===== config.mk =====
export PLATFORM = sky130hd
export DESIGN_NAME = multifunction_pin_config
export DESIGN_NICKNAME = d
export VERILOG_FILES = /design/src/common/pin_cfg_pkg.sv /design/src/common/pin_cfg_if.sv /design/src/pin_option_decode.sv /design/src/multifunction_pin_config.sv
export SDC_FILE = /design/constraint.sdc
export NUM_CORES = 1
export LEC_CHECK = 0
export BUFFER_PORTS_ARGS = -buffer_cell sky130_fd_sc_hd__buf_2
export CAP_MARGIN = 10
export CORE_ASPECT_RATIO = 0.6
export CORE_MARGIN = 2
export CORE_UTILIZATION = 40
export DETAILED_ROUTE_END_ITERATION = 12
export GPL_TIMING_DRIVEN = 0
export PLACE_DENSITY = 0.76
export SYNTH_ARGS = -nofsm -noshare
export SYNTH_HDL_FRONTEND = slang
export SYNTH_SLANG_ARGS = --single-unit

===== constraint.sdc =====
create_clock -name aclk -period 2.45 [get_ports aclk]
set_input_delay 0.49 -clock aclk [delete_from_list [all_inputs] [get_ports aclk]]
set_output_delay 0.49 -clock aclk [all_outputs]
set_load 0.05 [all_outputs]

===== src/common/pin_cfg_pkg.sv =====
// package: register map, field layout and pin function codes
package pin_cfg_pkg;
    localparam int          REG_ADDR_W        = 8;
    localparam int          WORD_LSB          = 2;
    localparam int          UNITS_W           = 5;
    localparam logic [7:0]  PIN_SETTING_OFS   = 8'h00;
    localparam logic [7:0]  UNITS_SETTING_OFS = 8'h04;
    localparam logic [7:0]  PIN_CONTROL_OFS   = 8'h08;
    localparam logic [7:0]  PIN_STATUS_OFS    = 8'h0c;
    localparam logic [7:0]  PIN_SETTING_RST   = 8'h00;
    localparam logic [4:0]  UNITS_SETTING_RST = 5'h05;
    // pin setting fields
    localparam int          FXN_MSB           = 1;
    localparam int          FXN_LSB           = 0;
    localparam int          OPT_MSB           = 7;
    localparam int          OPT_LSB           = 2;
    // option bits, relative to the option field
    localparam int          OPT_POLARITY      = 5;
    localparam int          OPT_HI_SUPPLY     = 3;
    localparam int          OPT_PULL_UP       = 2;
    localparam int          OPT_DRIVE_HI      = 1;
    localparam int          OPT_PULL_DOWN     = 0;
    localparam int          ANA_PU_MSB        = 5;
    localparam int          ANA_PU_LSB        = 4;
    localparam int          ANA_MODEL_MSB     = 3;
    localparam int          ANA_MODEL_LSB     = 2;
    localparam int          ANA_USE_MSB       = 1;
    localparam int          ANA_USE_LSB       = 0;
    localparam logic [1:0]  PU_LOW            = 2'h0;
    localparam logic [1:0]  PU_HIGH           = 2'h1;
    // units setting fields
    localparam int          AMPS_MSB          = 1;
    localparam int          AMPS_LSB          = 0;
    localparam int          VOLTS_BIT         = 2;
    localparam int          CELL_T_BIT        = 3;
    localparam int          FET_T_BIT         = 4;
    // control and status fields
    localparam int          CTRL_GPO_LEVEL    = 0;
    localparam int          STAT_OUT          = 0;
    localparam int          STAT_OE           = 1;
    localparam int          STAT_FN_LSB       = 2;
    localparam int          STAT_DISABLED     = 4;
    localparam logic [1:0]  RESP_OKAY         = 2'h0;
    localparam logic [1:0]  RESP_SLVERR       = 2'h2;

    typedef enum logic [1:0] {
        FN_UNUSED,
        FN_GPO,
        FN_INDICATOR,
        FN_ANALOG
    } pin_function_e;

    function automatic logic word_match(input logic [REG_ADDR_W-1:0] addr,
                                        input logic [REG_ADDR_W-1:0] ofs);
        return addr[REG_ADDR_W-1:WORD_LSB] == ofs[REG_ADDR_W-1:WORD_LSB];
    endfunction : word_match
endpackage : pin_cfg_pkg


===== src/common/pin_cfg_if.sv =====
// interface: settings into the option decoder and decoded pin controls out
`timescale 1ns/1ps
interface pin_cfg_if import pin_cfg_pkg::*; ();
    logic [7:0]         pin_setting;
    logic [UNITS_W-1:0] units_setting;
    logic               gpo_level;
    logic               discharge_path_disabled;
    pin_function_e      func;
    logic               pin_out;
    logic               pin_oe;
    logic               high_supply_sel;
    logic               weak_pull_up_en;
    logic               weak_pull_down_en;
    logic               therm_pullup_low_en;
    logic               therm_pullup_high_en;
    logic [1:0]         temp_model;
    logic [1:0]         meas_use;
    logic [1:0]         current_unit;
    logic               voltage_unit_10mv;
    logic               internal_sensor_as_cell_temp;
    logic               internal_sensor_as_transistor_temp;

    modport regs (output pin_setting, units_setting, gpo_level, discharge_path_disabled,
                  input  func, pin_out, pin_oe, high_supply_sel, weak_pull_up_en,
                         weak_pull_down_en, therm_pullup_low_en, therm_pullup_high_en,
                         temp_model, meas_use, current_unit, voltage_unit_10mv,
                         internal_sensor_as_cell_temp, internal_sensor_as_transistor_temp);
    modport decode (input  pin_setting, units_setting, gpo_level, discharge_path_disabled,
                    output func, pin_out, pin_oe, high_supply_sel, weak_pull_up_en,
                           weak_pull_down_en, therm_pullup_low_en, therm_pullup_high_en,
                           temp_model, meas_use, current_unit, voltage_unit_10mv,
                           internal_sensor_as_cell_temp, internal_sensor_as_transistor_temp);
endinterface : pin_cfg_if


===== src/pin_option_decode.sv =====
// module: decodes the pin and units settings into registered pin controls
`timescale 1ns/1ps
module pin_option_decode import pin_cfg_pkg::*; (
    // clock and reset
    input  wire logic   aclk,
    input  wire logic   aresetn,
    // settings in, controls out
    pin_cfg_if.decode   c
);
    wire [5:0]     pin_option_bits      = c.pin_setting[OPT_MSB:OPT_LSB];
    // function select
    // function field
    wire pin_function_e fn  = pin_function_e'(c.pin_setting[FXN_MSB:FXN_LSB]);
    wire           out_fn   = (fn == FN_GPO) || (fn == FN_INDICATOR);
    wire           ana_fn   = (fn == FN_ANALOG);
    // indicator polarity, output function ignores it
    wire           level    = (fn == FN_INDICATOR)
                              ? (c.discharge_path_disabled ^ pin_option_bits[OPT_POLARITY])
                              : c.gpo_level;
    // high level floats unless driven high or high supply chosen
    wire           drive_hi = pin_option_bits[OPT_DRIVE_HI] | pin_option_bits[OPT_HI_SUPPLY];
    wire           next_oe  = out_fn && (!level || drive_hi);
    wire           next_out = out_fn && level;
    wire [1:0]     pu_sel   = pin_option_bits[ANA_PU_MSB:ANA_PU_LSB];

    always_ff @(posedge aclk) begin
        if (!aresetn) begin
            c.func                  <= FN_UNUSED;
            c.pin_out               <= 1'b0;
            c.pin_oe                <= 1'b0;
            c.high_supply_sel       <= 1'b0;
            c.weak_pull_up_en       <= 1'b0;
            c.weak_pull_down_en     <= 1'b0;
            c.therm_pullup_low_en   <= 1'b0;
            c.therm_pullup_high_en  <= 1'b0;
            c.temp_model            <= 2'h0;
            c.meas_use              <= 2'h0;
        end else begin
            c.func                  <= fn;
            c.pin_out               <= next_out;
            c.pin_oe                <= next_oe;
            c.high_supply_sel       <= out_fn && pin_option_bits[OPT_HI_SUPPLY];
            c.weak_pull_up_en       <= out_fn && pin_option_bits[OPT_PULL_UP];
            c.weak_pull_down_en     <= out_fn && pin_option_bits[OPT_PULL_DOWN];
            c.therm_pullup_low_en   <= ana_fn && (pu_sel == PU_LOW);
            c.therm_pullup_high_en  <= ana_fn && (pu_sel == PU_HIGH);
            c.temp_model            <= ana_fn ? pin_option_bits[ANA_MODEL_MSB:ANA_MODEL_LSB] : 2'h0;
            c.meas_use              <= ana_fn ? pin_option_bits[ANA_USE_MSB:ANA_USE_LSB] : 2'h0;
        end
    end

    always_ff @(posedge aclk) begin
        if (!aresetn) begin
            c.current_unit                       <= UNITS_SETTING_RST[AMPS_MSB:AMPS_LSB];
            c.voltage_unit_10mv                  <= UNITS_SETTING_RST[VOLTS_BIT];
            c.internal_sensor_as_cell_temp       <= UNITS_SETTING_RST[CELL_T_BIT];
            c.internal_sensor_as_transistor_temp <= 1'b0;
        end else begin
            c.current_unit                       <= c.units_setting[AMPS_MSB:AMPS_LSB];
            c.voltage_unit_10mv                  <= c.units_setting[VOLTS_BIT];
            c.internal_sensor_as_cell_temp       <= c.units_setting[CELL_T_BIT];
            c.internal_sensor_as_transistor_temp <= c.units_setting[FET_T_BIT]
                                                    && c.units_setting[CELL_T_BIT];
        end
    end
endmodule : pin_option_decode


===== src/multifunction_pin_config.sv =====
// module: register slave and pin controls for one multifunction pin
//
// Design decisions made here: the address map and the AXI4-Lite register port.
`timescale 1ns/1ps
module multifunction_pin_config import pin_cfg_pkg::*; #(
    parameter int ADDR_W = REG_ADDR_W
) (
    // clock and reset
    input  wire logic              aclk,
    input  wire logic              aresetn,
    // write address channel
    input  wire logic [ADDR_W-1:0] awaddr,
    input  wire logic              awvalid,
    output logic                   awready,
    // write data channel
    input  wire logic [31:0]       wdata,
    input  wire logic [3:0]        wstrb,
    input  wire logic              wvalid,
    output logic                   wready,
    // write response channel
    output logic [1:0]             bresp,
    output logic                   bvalid,
    input  wire logic              bready,
    // read address channel
    input  wire logic [ADDR_W-1:0] araddr,
    input  wire logic              arvalid,
    output logic                   arready,
    // read data channel
    output logic [31:0]            rdata,
    output logic [1:0]             rresp,
    output logic                   rvalid,
    input  wire logic              rready,
    // protection state
    input  wire logic              discharge_path_disabled,
    // pin drive
    output logic                   pin_out,
    output logic                   pin_oe,
    output logic                   high_supply_sel,
    output logic                   weak_pull_up_en,
    output logic                   weak_pull_down_en,
    // analog front end
    output logic                   therm_pullup_low_en,
    output logic                   therm_pullup_high_en,
    output logic [1:0]             temp_model,
    output logic [1:0]             meas_use,
    // reporting units and internal sensor
    output logic [1:0]             current_unit,
    output logic                   voltage_unit_10mv,
    output logic                   internal_sensor_as_cell_temp,
    output logic                   internal_sensor_as_transistor_temp
);
    pin_cfg_if cfg ();

    logic [7:0]         pin_setting;
    logic [UNITS_W-1:0] units_setting;
    logic               gpo_level;
    logic               aw_held;
    logic               w_held;
    logic [ADDR_W-1:0]  aw_addr_q;
    logic [31:0]        w_data_q;
    logic [3:0]         w_strb_q;

    // write channel acceptance, either order
    assign awready = !aw_held && !bvalid;
    assign wready  = !w_held && !bvalid;
    wire               aw_take  = awvalid && awready;
    wire               w_take   = wvalid && wready;
    wire               wr_go    = (aw_held || aw_take) && (w_held || w_take) && !bvalid;
    wire [ADDR_W-1:0]  wr_addr  = aw_held ? aw_addr_q : awaddr;
    wire [31:0]        wr_data  = w_held ? w_data_q : wdata;
    wire [3:0]         wr_strb  = w_held ? w_strb_q : wstrb;

    // address decode
    wire wr_pin    = word_match(wr_addr, PIN_SETTING_OFS);
    wire wr_units  = word_match(wr_addr, UNITS_SETTING_OFS);
    wire wr_ctrl   = word_match(wr_addr, PIN_CONTROL_OFS);
    wire wr_status = word_match(wr_addr, PIN_STATUS_OFS);
    wire wr_mapped = wr_pin || wr_units || wr_ctrl || wr_status;
    wire wr_lane0  = wr_go && wr_strb[0];

    wire rd_take   = arvalid && arready;
    wire rd_pin    = word_match(araddr, PIN_SETTING_OFS);
    wire rd_units  = word_match(araddr, UNITS_SETTING_OFS);
    wire rd_ctrl   = word_match(araddr, PIN_CONTROL_OFS);
    wire rd_status = word_match(araddr, PIN_STATUS_OFS);
    wire rd_mapped = rd_pin || rd_units || rd_ctrl || rd_status;

    // status word shows live pin state
    wire [31:0] status_word = {27'h0, discharge_path_disabled, cfg.func, pin_oe, pin_out};
    wire [31:0] rd_word = rd_pin    ? {24'h0, pin_setting}
                        : rd_units  ? {27'h0, units_setting}
                        : rd_ctrl   ? {31'h0, gpo_level}
                        : rd_status ? status_word
                        : 32'h0;

    always_ff @(posedge aclk) begin
        if (!aresetn) begin
            aw_held   <= 1'b0;
            w_held    <= 1'b0;
            aw_addr_q <= '0;
            w_data_q  <= 32'h0;
            w_strb_q  <= 4'h0;
        end else begin
            aw_held   <= !wr_go && (aw_held || aw_take);
            w_held    <= !wr_go && (w_held || w_take);
            if (aw_take) begin
                aw_addr_q <= awaddr;
            end
            if (w_take) begin
                w_data_q <= wdata;
                w_strb_q <= wstrb;
            end
        end
    end

    // write response
    always_ff @(posedge aclk) begin
        if (!aresetn) begin
            bvalid <= 1'b0;
            bresp  <= RESP_OKAY;
        end else if (wr_go) begin
            bvalid <= 1'b1;
            bresp  <= wr_mapped ? RESP_OKAY : RESP_SLVERR;
        end else if (bready) begin
            bvalid <= 1'b0;
        end
    end

    // read answer
    assign arready = !rvalid;
    always_ff @(posedge aclk) begin
        if (!aresetn) begin
            rvalid <= 1'b0;
            rdata  <= 32'h0;
            rresp  <= RESP_OKAY;
        end else if (rd_take) begin
            rvalid <= 1'b1;
            rdata  <= rd_word;
            rresp  <= rd_mapped ? RESP_OKAY : RESP_SLVERR;
        end else if (rready) begin
            rvalid <= 1'b0;
        end
    end

    // settings registers, byte lane 0 only; status is read only
    always_ff @(posedge aclk) begin
        if (!aresetn) begin
            pin_setting   <= PIN_SETTING_RST;
            units_setting <= UNITS_SETTING_RST;
            gpo_level     <= 1'b0;
        end else if (wr_lane0) begin
            if (wr_pin) begin
                pin_setting <= wr_data[7:0];
            end
            if (wr_units) begin
                units_setting <= wr_data[UNITS_W-1:0];
            end
            if (wr_ctrl) begin
                gpo_level <= wr_data[CTRL_GPO_LEVEL];
            end
        end
    end

    assign cfg.pin_setting             = pin_setting;
    assign cfg.units_setting           = units_setting;
    assign cfg.gpo_level               = gpo_level;
    assign cfg.discharge_path_disabled = discharge_path_disabled;

    pin_option_decode u_decode (
        .aclk    (aclk),
        .aresetn (aresetn),
        .c       (cfg.decode)
    );

    assign pin_out                            = cfg.pin_out;
    assign pin_oe                             = cfg.pin_oe;
    assign high_supply_sel                    = cfg.high_supply_sel;
    assign weak_pull_up_en                    = cfg.weak_pull_up_en;
    assign weak_pull_down_en                  = cfg.weak_pull_down_en;
    assign therm_pullup_low_en                = cfg.therm_pullup_low_en;
    assign therm_pullup_high_en               = cfg.therm_pullup_high_en;
    assign temp_model                         = cfg.temp_model;
    assign meas_use                           = cfg.meas_use;
    assign current_unit                       = cfg.current_unit;
    assign voltage_unit_10mv                  = cfg.voltage_unit_10mv;
    assign internal_sensor_as_cell_temp       = cfg.internal_sensor_as_cell_temp;
    assign internal_sensor_as_transistor_temp = cfg.internal_sensor_as_transistor_temp;

    wire [5:0]         opt_now = pin_setting[OPT_MSB:OPT_LSB];
    wire pin_function_e fn_now = pin_function_e'(pin_setting[FXN_MSB:FXN_LSB]);
    wire               out_now = (fn_now == FN_GPO) || (fn_now == FN_INDICATOR);
    wire               ana_now = (fn_now == FN_ANALOG);
endmodule : multifunction_pin_config


# ---- Word level (Yosys, flattened, before mapping)
# Cells that the tools add are included.
dict set report totals {
  regBits 89
  inputBits 60
  output_inout_bits 57
  word_cells 96
}
dict set report classes {
  eq_ne 10
  muxes 14
  bitwise 2
  n_reduce_logical 43
}
# operator n
set ops {}
lappend ops {{$eq A6 B2 Y1 const B} 4}
lappend ops {{$mux W8} 3}
lappend ops {{$logic_and A1 B1 Y1} 18}
lappend ops {{$mux W5} 3}
lappend ops {{$eq A6 B1 Y1 const B} 2}
lappend ops {{$logic_not A6 Y1} 2}
lappend ops {{$logic_or A1 B1 Y1} 10}
lappend ops {{$reduce_and A2 Y1} 4}
lappend ops {{$logic_not A1 Y1} 6}
lappend ops {{$mux W1} 6}
lappend ops {{$eq A2 B1 Y1 const B} 2}
lappend ops {{$eq A2 B2 Y1 const B} 2}
lappend ops {{$mux W2} 2}
lappend ops {{$reduce_bool A2 Y1} 2}
lappend ops {{$logic_not A2 Y1} 1}
lappend ops {{$or A1 B1 Y1} 1}
lappend ops {{$xor A1 B1 Y1} 1}

# ---- Logic depth before layout (Yosys ltp)
# Gate-level depths: netlist of run 1.
dict set report logic_depth {
  ltp_word 8
  ltp_mapped 6
  ltp_nobuf 5
}

# ---- Modules after synthesis
# Synthesis of run 1 repeated with hierarchy kept, for this count alone.
dict set report hier_totals {
  cells_unflattened 291
  area_unflattened_um2 2718.9
}
# module instances cells_each area_per_inst_um2 seq_area_each_um2
set by_module_without_submodules {}
lappend by_module_without_submodules {multifunction_pin_config 1 244 2162.1 860.8}
lappend by_module_without_submodules {pin_option_decode 1 47 556.8 360.3}

# ---- Worst setup path before layout of run 1
# OpenSTA, ideal clock, no wires.
dict set report synth_timing {
  path_kind {register -> register}
  startpoint {reg bvalid}
  endpoint {reg w_data_q[7]}
  t_arrival_ns 1.959
  path_slack_ns 0.364
  path_stages_with_launch 6
  path_cell_list {dfxtp_1 nor2_1 and2_1 buf_2 mux2i_1 nor2_1}
}
dict set report synth_between {
  elab_chain_len 3
}
# item line_no
set synth_rtl {}
lappend synth_rtl {{from (decl)} multifunction_pin_config.sv:22} ;# output logic bvalid,
lappend synth_rtl {{from (signal assigned)} multifunction_pin_config.sv:119} ;# bvalid <= 1'b0;
lappend synth_rtl {{from (signal assigned)} multifunction_pin_config.sv:122} ;# bvalid <= 1'b1;
lappend synth_rtl {{from (signal assigned)} multifunction_pin_config.sv:125} ;# bvalid <= 1'b0;
lappend synth_rtl {{$logic_not A1 Y1} multifunction_pin_config.sv:65} ;# assign wready = !w_held && !bvalid;
lappend synth_rtl {{$logic_and A1 B1 Y1} multifunction_pin_config.sv:65}
lappend synth_rtl {{via wready} multifunction_pin_config.sv:19} ;# output logic wready,
lappend synth_rtl {{$logic_and A1 B1 Y1} multifunction_pin_config.sv:67} ;# wire w_take = wvalid && wready;
lappend synth_rtl {{to (signal assigned)} multifunction_pin_config.sv:110} ;# w_data_q <= wdata;
lappend synth_rtl {{to (decl)} multifunction_pin_config.sv:60} ;# logic [31:0] w_data_q;
# The timed path passes the listed nets, and every way through them passes these cells.
# A chain may end at the register's enable or synchronous reset.

# ---- Worst setup path in the final report of run 1
dict set report layout_timing {
  startpoint {reg aw_held}
  endpoint {reg pin_setting[2] (netlist: cfg.pin_setting[2])}
}
dict set report layout_between {
  elab_chain_len 8
  elab_cells_between_ends 10
  classes_between {1 x mux; 9 x reduce/logical}
}
# item line_no
set layout_rtl {}
lappend layout_rtl {{from (decl)} multifunction_pin_config.sv:57} ;# logic aw_held;
lappend layout_rtl {{from (signal assigned)} multifunction_pin_config.sv:104} ;# aw_held <= !wr_go && (aw_held || aw_take);
lappend layout_rtl {{$logic_not A1 Y1} multifunction_pin_config.sv:64} ;# assign awready = !aw_held && !bvalid;
lappend layout_rtl {{$logic_and A1 B1 Y1} multifunction_pin_config.sv:64}
lappend layout_rtl {{$logic_and A1 B1 Y1} multifunction_pin_config.sv:66} ;# wire aw_take = awvalid && awready;
lappend layout_rtl {{$logic_or A1 B1 Y1} multifunction_pin_config.sv:68} ;# wire wr_go = (aw_held || aw_take) && (w_held || w_take) && !bvalid;
lappend layout_rtl {{$logic_and A1 B1 Y1 (2 in a row)} multifunction_pin_config.sv:68}
lappend layout_rtl {{$logic_and A1 B1 Y1} multifunction_pin_config.sv:79} ;# wire wr_lane0 = wr_go && wr_strb[0];
lappend layout_rtl {{$reduce_and A2 Y1 (no line) *} -}
lappend layout_rtl {{to (signal assigned)} multifunction_pin_config.sv:153} ;# pin_setting <= wr_data[7:0];
lappend layout_rtl {{to (decl)} multifunction_pin_config.sv:54} ;# logic [7:0] pin_setting;
# Every way passes the cells marked *; elsewhere a longest branch is shown, timed or not.

==> metrics.md, run 1 <==
| Metric | Value |
|---|---|
| Syn. warnings | `0` |
| Core box area | `0.00628 mm²` |
| Largest net degree at the start of global routing | `11` |
| Clk_skew | `5.37 ps` |
| Sink Count | `61` |
| TritonRoute pass-1 iters | `4` |
| Worst Path Class, Setup | `reg -> reg` |
| Top cells by count, synth | `61 x dfxtp_1, 35 x nor2_1, 29 x mux2i_1, 26 x buf_4, 19 x nand2_1` |
| Initial antenna violation count | `0` |
| Min-delay src | `awaddr[6]` |
| Cts hold-fix bufs | `0` |
| RSZ-0062 raised after global routing | `false` |
| DP HPWL | `4600 µm` |
| Antenna-violating nets left | `0` |
| Critical path endpoint category | `flip-flop` |
| Vias per Instance | `4.64` |
| Tmin final | `1860 ps` |
| Number of synthesized register bits | `61` |
| Final setup fails | `0` |
| Setup crit start | `aw_held$_SDFF_PN0_` |
| Max-slew violation count | `0` |
| Max-cap violations | `0` |
| Mean Syn Cell Area | `10.0 µm²` |
| Die width | `109 µm` |
| CTS Root Cell | `clkbuf_8` |
| GRT overflow | `0` |
| Lkg Pwr | `1.65 nW` |
| Post-cts sizing count | `0` |
| First-pass GRT wire length | `9380 µm` |
| Overall Global Routing Usage | `0.174` |
| EDFF count, synth | `0` |
| Synthesized area | `0.00266 mm²` |
| Leading area contributor after synthesis | `dfxtp_1` |
| Worst-Skew Late Latency | `340 ps` |
| Nets | `421` |
| Htree depth | `3` |
| Maximum VDD drop | `0.279 mV` |
| Hold slack | `401 ps` |
| Top-count cell post-synth | `dfxtp_1` |
| Worst endpoint required time | `2680 ps` |
| Fmax achieved | `538 MHz` |
| Worst slew margin | `0.587` |
| Final Wtd Congestion | `0.813` |
| Top-area cell type share of the netlist area | `0.459` |
| Register area share after synthesis | `0.459` |
| Initial Utilization | `0.424` |
| Vias in the first global route | `1930` |
| Final period util | `0.758` |
| Wire length per cell | `13.1 µm` |
| PortBufs | `58` |
| Die Y | `67.2 µm` |
| Placed cell count | `432` |
| Crit-path max FO | `8` |
| TNS Setup | `0 ps` |
| Core Rows | `22` |
| Worst-Margin Slew | `617 ps` |
| Die area | `0.00734 mm²` |
| Outcome | `complete, no violations` |
| Clk buf depth | `2` |
| # Post-CTS Setup Buffers | `0` |
| Hold WC Path Type | `in -> reg` |
| Ys flop type | `dfxtp_1` |
| Power Dens Cells | `657 mW/mm²` |
| CTS tree | `built` |
| Number of remaining DRC errors | `0` |
| Area Growth Syn to Fin | `24.4%` |
| 1st-iter DRT viols | `98` |
| Fraction of layout cells with a size suffix above 1 | `0.328` |
| Total number of vias | `2076` |
| Area contributors post-synth | `dfxtp_1 46%, mux2i_1 11%, buf_4 7.3%` |
| Worst setup SP type | `flip-flop` |
| DRT Wirelength | `5880 µm` |
| Io pins | `117` |
| Final Hold Fails | `0` |
| ANT cells | `0` |
| TritonCTS buffer count | `9` |
| Asr flop ratio synth | `0` |
| Syn Inst Count | `265` |
| R2R Path Start | `aw_held$_SDFF_PN0_` |
| Layout Cells excl Fill | `447` |
| Final core occ | `0.527` |
| Reg clk slew, reported paths | `60 ps` |
| Synth cell types | `40` |
| WP data arrival | `2080 ps` |
| Layout fillers | `599` |
-- where the power goes --
group          internal, mW  switching (mW)  total [mW]
Clock                 0.386           0.360       0.746
Combinational         0.131           0.257       0.388
Sequential             1.02          0.0162        1.04
-- metrics by stage --
step | worst slack (ps) | power [mW] | area (µm²)
2_1_floorplan | 364 | 1.37 | 2750
3_3_place_gp | 375 | 1.44 | 3150
3_5_place_dp | 345 | 1.45 | 3150
4_1_cts | 590 | 2.19 | 3310
5_1_grt | 514 | 2.28 | 3310
6_report | 593 | 2.17 | 3310
-- worst max-delay path, cell delays in order (launching register included) --
cell	delay [ps]
dfxtp_1	320
buf_6	130
mux2_2	380
nor4_4	370
nand3b_4	210
mux2_4	330
-- final timing paths --
path,to,slack [ps],cells after the start
max,cfg.pin_setting[2]$_SDFFE_PN0P_,590,5
max reg2reg,cfg.pin_setting[2]$_SDFFE_PN0P_,590,5
min,aw_addr_q[6]$_SDFFE_PN0P_,400,3
min reg2reg,u_decode.c.current_unit[1]$_SDFF_PN0_,480,2
-- final cells by class --
type                            instances  area (µm²)  area share
Buffer                                 38         250      0.0757
Clock buffer                           13         149      0.0450
Clock inverter                          2        10.0     0.00303
Inverter                                8        30.0     0.00908
Multi-Input combinational cell        183        1250       0.378
Sequential cell                        61        1220       0.369
Tap cell                               84         105      0.0318
Timing Repair Buffer                   58         290      0.0878
-- per-layer routing --
metal | GRT usage | part of all wire
met5 | 0 | 0
met2 | 0.248 | 0.42
met4 | 0.0870 | 0.022
met1 | 0.234 | 0.49
met3 | 0.0627 | 0.071
-- logic make-up after synthesis --
kind of cell,Yosys count,synth area share
AND/OR/NAND/NOR,86,0.173
flip-flops,61,0.459
buffers and inverters,46,0.105
multiplexers,42,0.173
AO/OA/AOI/OAI,26,0.0753
adder cells (fa/ha/maj),2,0.00941
other,1,0.00141
XOR/XNOR,1,0.00329
-- flip-flops by register name (all words and copies together) (netlist names), 2 cells and up --
| register | cells |
|---|---|
| u_decode.c.temp_model | 2 |
| cfg.pin_setting | 8 |
| w_data_q | 8 |
| rdata | 8 |
| u_decode.c.meas_use | 2 |
| aw_addr_q | 6 |
| u_decode.c.func | 2 |
| u_decode.c.current_unit | 2 |
| cfg.units_setting | 5 |
-- cells in the final DEF, fill, tap and decap left out, types with 2 or more instances in the layout --
cell type / synthesis / final
nor2_1: 35 / 35
a22oi_1: 5 / 5
conb_1: 1 / 26
or4_1: 2 / 2
nor3_1: 3 / 3
buf_4: 26 / 26
ha_1: 2 / 2
nand2b_1: 8 / 8
clkinv_2: 0 / 2
clkbuf_8: 0 / 10
o211ai_1: 3 / 3
a21oi_1: 4 / 4
buf_2: 2 / 60
a32oi_1: 3 / 3
mux2_2: 9 / 9
nand2_1: 19 / 19
mux2_4: 3 / 3
o21ai_0: 3 / 3
and3_1: 5 / 5
mux2i_1: 29 / 29
clkbuf_1: 8 / 11
and2_1: 5 / 5
a22o_1: 4 / 4
inv_1: 8 / 8
dfxtp_1: 61 / 61
(Power assumes the default switching activity.)
==> run 2, diff against run 1 <==
Clock period 2.45 ns to 1.8 ns, I/O delays scaled along.
==> run 2 against run 1 <==
Effect of this change: highest routed layer unchanged; sequential power is 36% higher; first-iteration DRC count is 30% higher; global-route usage is 0.13 points higher; total power is 52% higher; largest power group unchanged; maximum frequency is 3.7% higher; combinational power is 40% higher.
==> metrics.md, run 2 (same netlist as run 1, synthesis figures left out) <==
| Metric | Value |
|---|---|
| Clk_skew | `5.19 ps` |
| Vias in the first global route | `1879` |
| Die Y | `67.2 µm` |
| Worst setup SP type | `flip-flop` |
| Crit-path max FO | `6` |
| ANT cells | `0` |
| PortBufs | `58` |
| Fmax achieved | `558 MHz` |
| Worst-Margin Slew | `660 ps` |
| Htree depth | `3` |
| Initial antenna violation count | `0` |
| Total number of vias | `2067` |
| Max-cap violations | `0` |
| Critical path endpoint category | `flip-flop` |
| Die width | `109 µm` |
| RSZ-0062 raised after global routing | `true` |
| Core box area | `0.00628 mm²` |
| Maximum VDD drop | `0.403 mV` |
| Initial Utilization | `0.424` |
| CTS Root Cell | `clkbuf_8` |
| DP HPWL | `4540 µm` |
| Max-slew violation count | `0` |
| 1st-iter DRT viols | `127` |
| Final Hold Fails | `0` |
| Vias per Instance | `4.57` |
| First-pass GRT wire length | `9410 µm` |
| CTS tree | `built` |
| Nets | `425` |
| Most frequent cells in the layout | `60 x buf_2, 59 x dfxtp_1, 33 x nor2_1, 30 x buf_4, 29 x mux2i_1` |
| Largest net degree at the start of global routing | `11` |
| Hold WC Path Type | `in -> reg` |
| Worst slew margin | `0.558` |
| Core Rows | `22` |
| Die area | `0.00734 mm²` |
| Overall Global Routing Usage | `0.176` |
| Wire length per cell | `13.5 µm` |
| Number of remaining DRC errors | `0` |
| Area Growth Syn to Fin | `28.7%` |
| Clk buf depth | `2` |
| Worst endpoint required time | `2030 ps` |
| WP data arrival | `2020 ps` |
| Power Dens Cells | `964 mW/mm²` |
| Final setup fails | `0` |
| Most common cell after layout, fill and taps aside | `buf_2` |
| TritonRoute pass-1 iters | `4` |
| Fraction of layout cells with a size suffix above 1 | `0.359` |
| Reg clk slew, reported paths | `60 ps` |
| DRT Wirelength | `6080 µm` |
| Tmin final | `1790 ps` |
| Layout Cells excl Fill | `452` |
| Hold slack | `268 ps` |
| TritonCTS buffer count | `9` |
| Worst Path Class, Setup | `reg -> reg` |
| Sink Count | `61` |
| Antenna-violating nets left | `0` |
| Final core occ | `0.545` |
| Outcome | `complete, no violations` |
| Placed cell count | `432` |
| GRT overflow | `0` |
| Final Wtd Congestion | `0.815` |
| Final period util | `0.995` |
| Lkg Pwr | `1.71 nW` |
| Io pins | `117` |
| Largest regs | `cfg.pin_setting (8), rdata (8), w_data_q (8)` |
| Worst-Skew Late Latency | `340 ps` |
[run 2: cell types whose count changed in the layout (fill, tap and decap cells not counted), moves of 2 or more]
cell,before,now
clkbuf_1,11,7
clkbuf_8,10,14
dfxtp_1,61,59
dfxtp_2,0,2
clkinv_2,2,0
nor2_1,35,33
nor2_2,0,2
buf_4,26,30
[run 2: report_power, final]
part | internal, mW | switching, mW | total, mW | leakage [nW]
combinational | 0.187 | 0.358 | 0.544 | 1.10
clock | 0.828 | 0.511 | 1.34 | 0.115
sequential | 1.39 | 0.0229 | 1.41 | 0.496
[run 2: cell type report]
type,instances,area [µm²]
Fill cell,588,2860
Multi-Input combinational cell,183,1260
Sequential cell,61,1220
Timing Repair Buffer,62,320
Buffer,38,251
Clock buffer,14,193
Tap cell,84,105
Clock inverter,2,37.5
Inverter,8,30.0
[run 2: worst paths after layout]
kind | end | slack (ps) | cells after the start | start
max | cfg.pin_setting[2]$_SDFFE_PN0P_ | 8 | 5 | aw_held$_SDFF_PN0_
min | aw_addr_q[6]$_SDFFE_PN0P_ | 270 | 3 | awaddr[6]
max reg2reg | cfg.pin_setting[2]$_SDFFE_PN0P_ | 8 | 5 | aw_held$_SDFF_PN0_
min reg2reg | u_decode.c.current_unit[1]$_SDFF_PN0_ | 480 | 2 | cfg.units_setting[1]$_SDFFE_PN0P_
[run 2: stage by stage]
step,power [mW],instance area [µm²],setup WS (ps),setup TNS [ps]
2_1_floorplan,1.87,2760,48.6,0
6_report,3.30,3420,8.33,0
3_5_place_dp,1.97,3150,-166,-679
4_1_cts,3.31,3400,-27.7,-27.7
5_1_grt,3.44,3420,-26.3,-26.3
3_3_place_gp,1.96,3150,-141,-476
[run 2: what timing repair did]
item / CTS / global route
setup buffers: 2 / 2
endpoints found under the setup margin: 3 / 15
gates resized for setup: 1 / 4
pin swaps: 3 / 3
hold buffers: 0 / 0
[run 2: worst max-delay path, stage by stage, from the launching register on]
cell	delay [ps]
dfxtp_2	320
buf_6	110
or4b_4	470
o22ai_4	270
nand3b_4	180
mux2_4	330
[run 2: per-layer routing]
metal	global-route usage	vias up	wire length, µm
met3	0.0676	4	446
li1	-	1050	-
met5	0	-	0
met4	0.0522	0	21
met1	0.239	959	2880
met2	0.259	54	2730
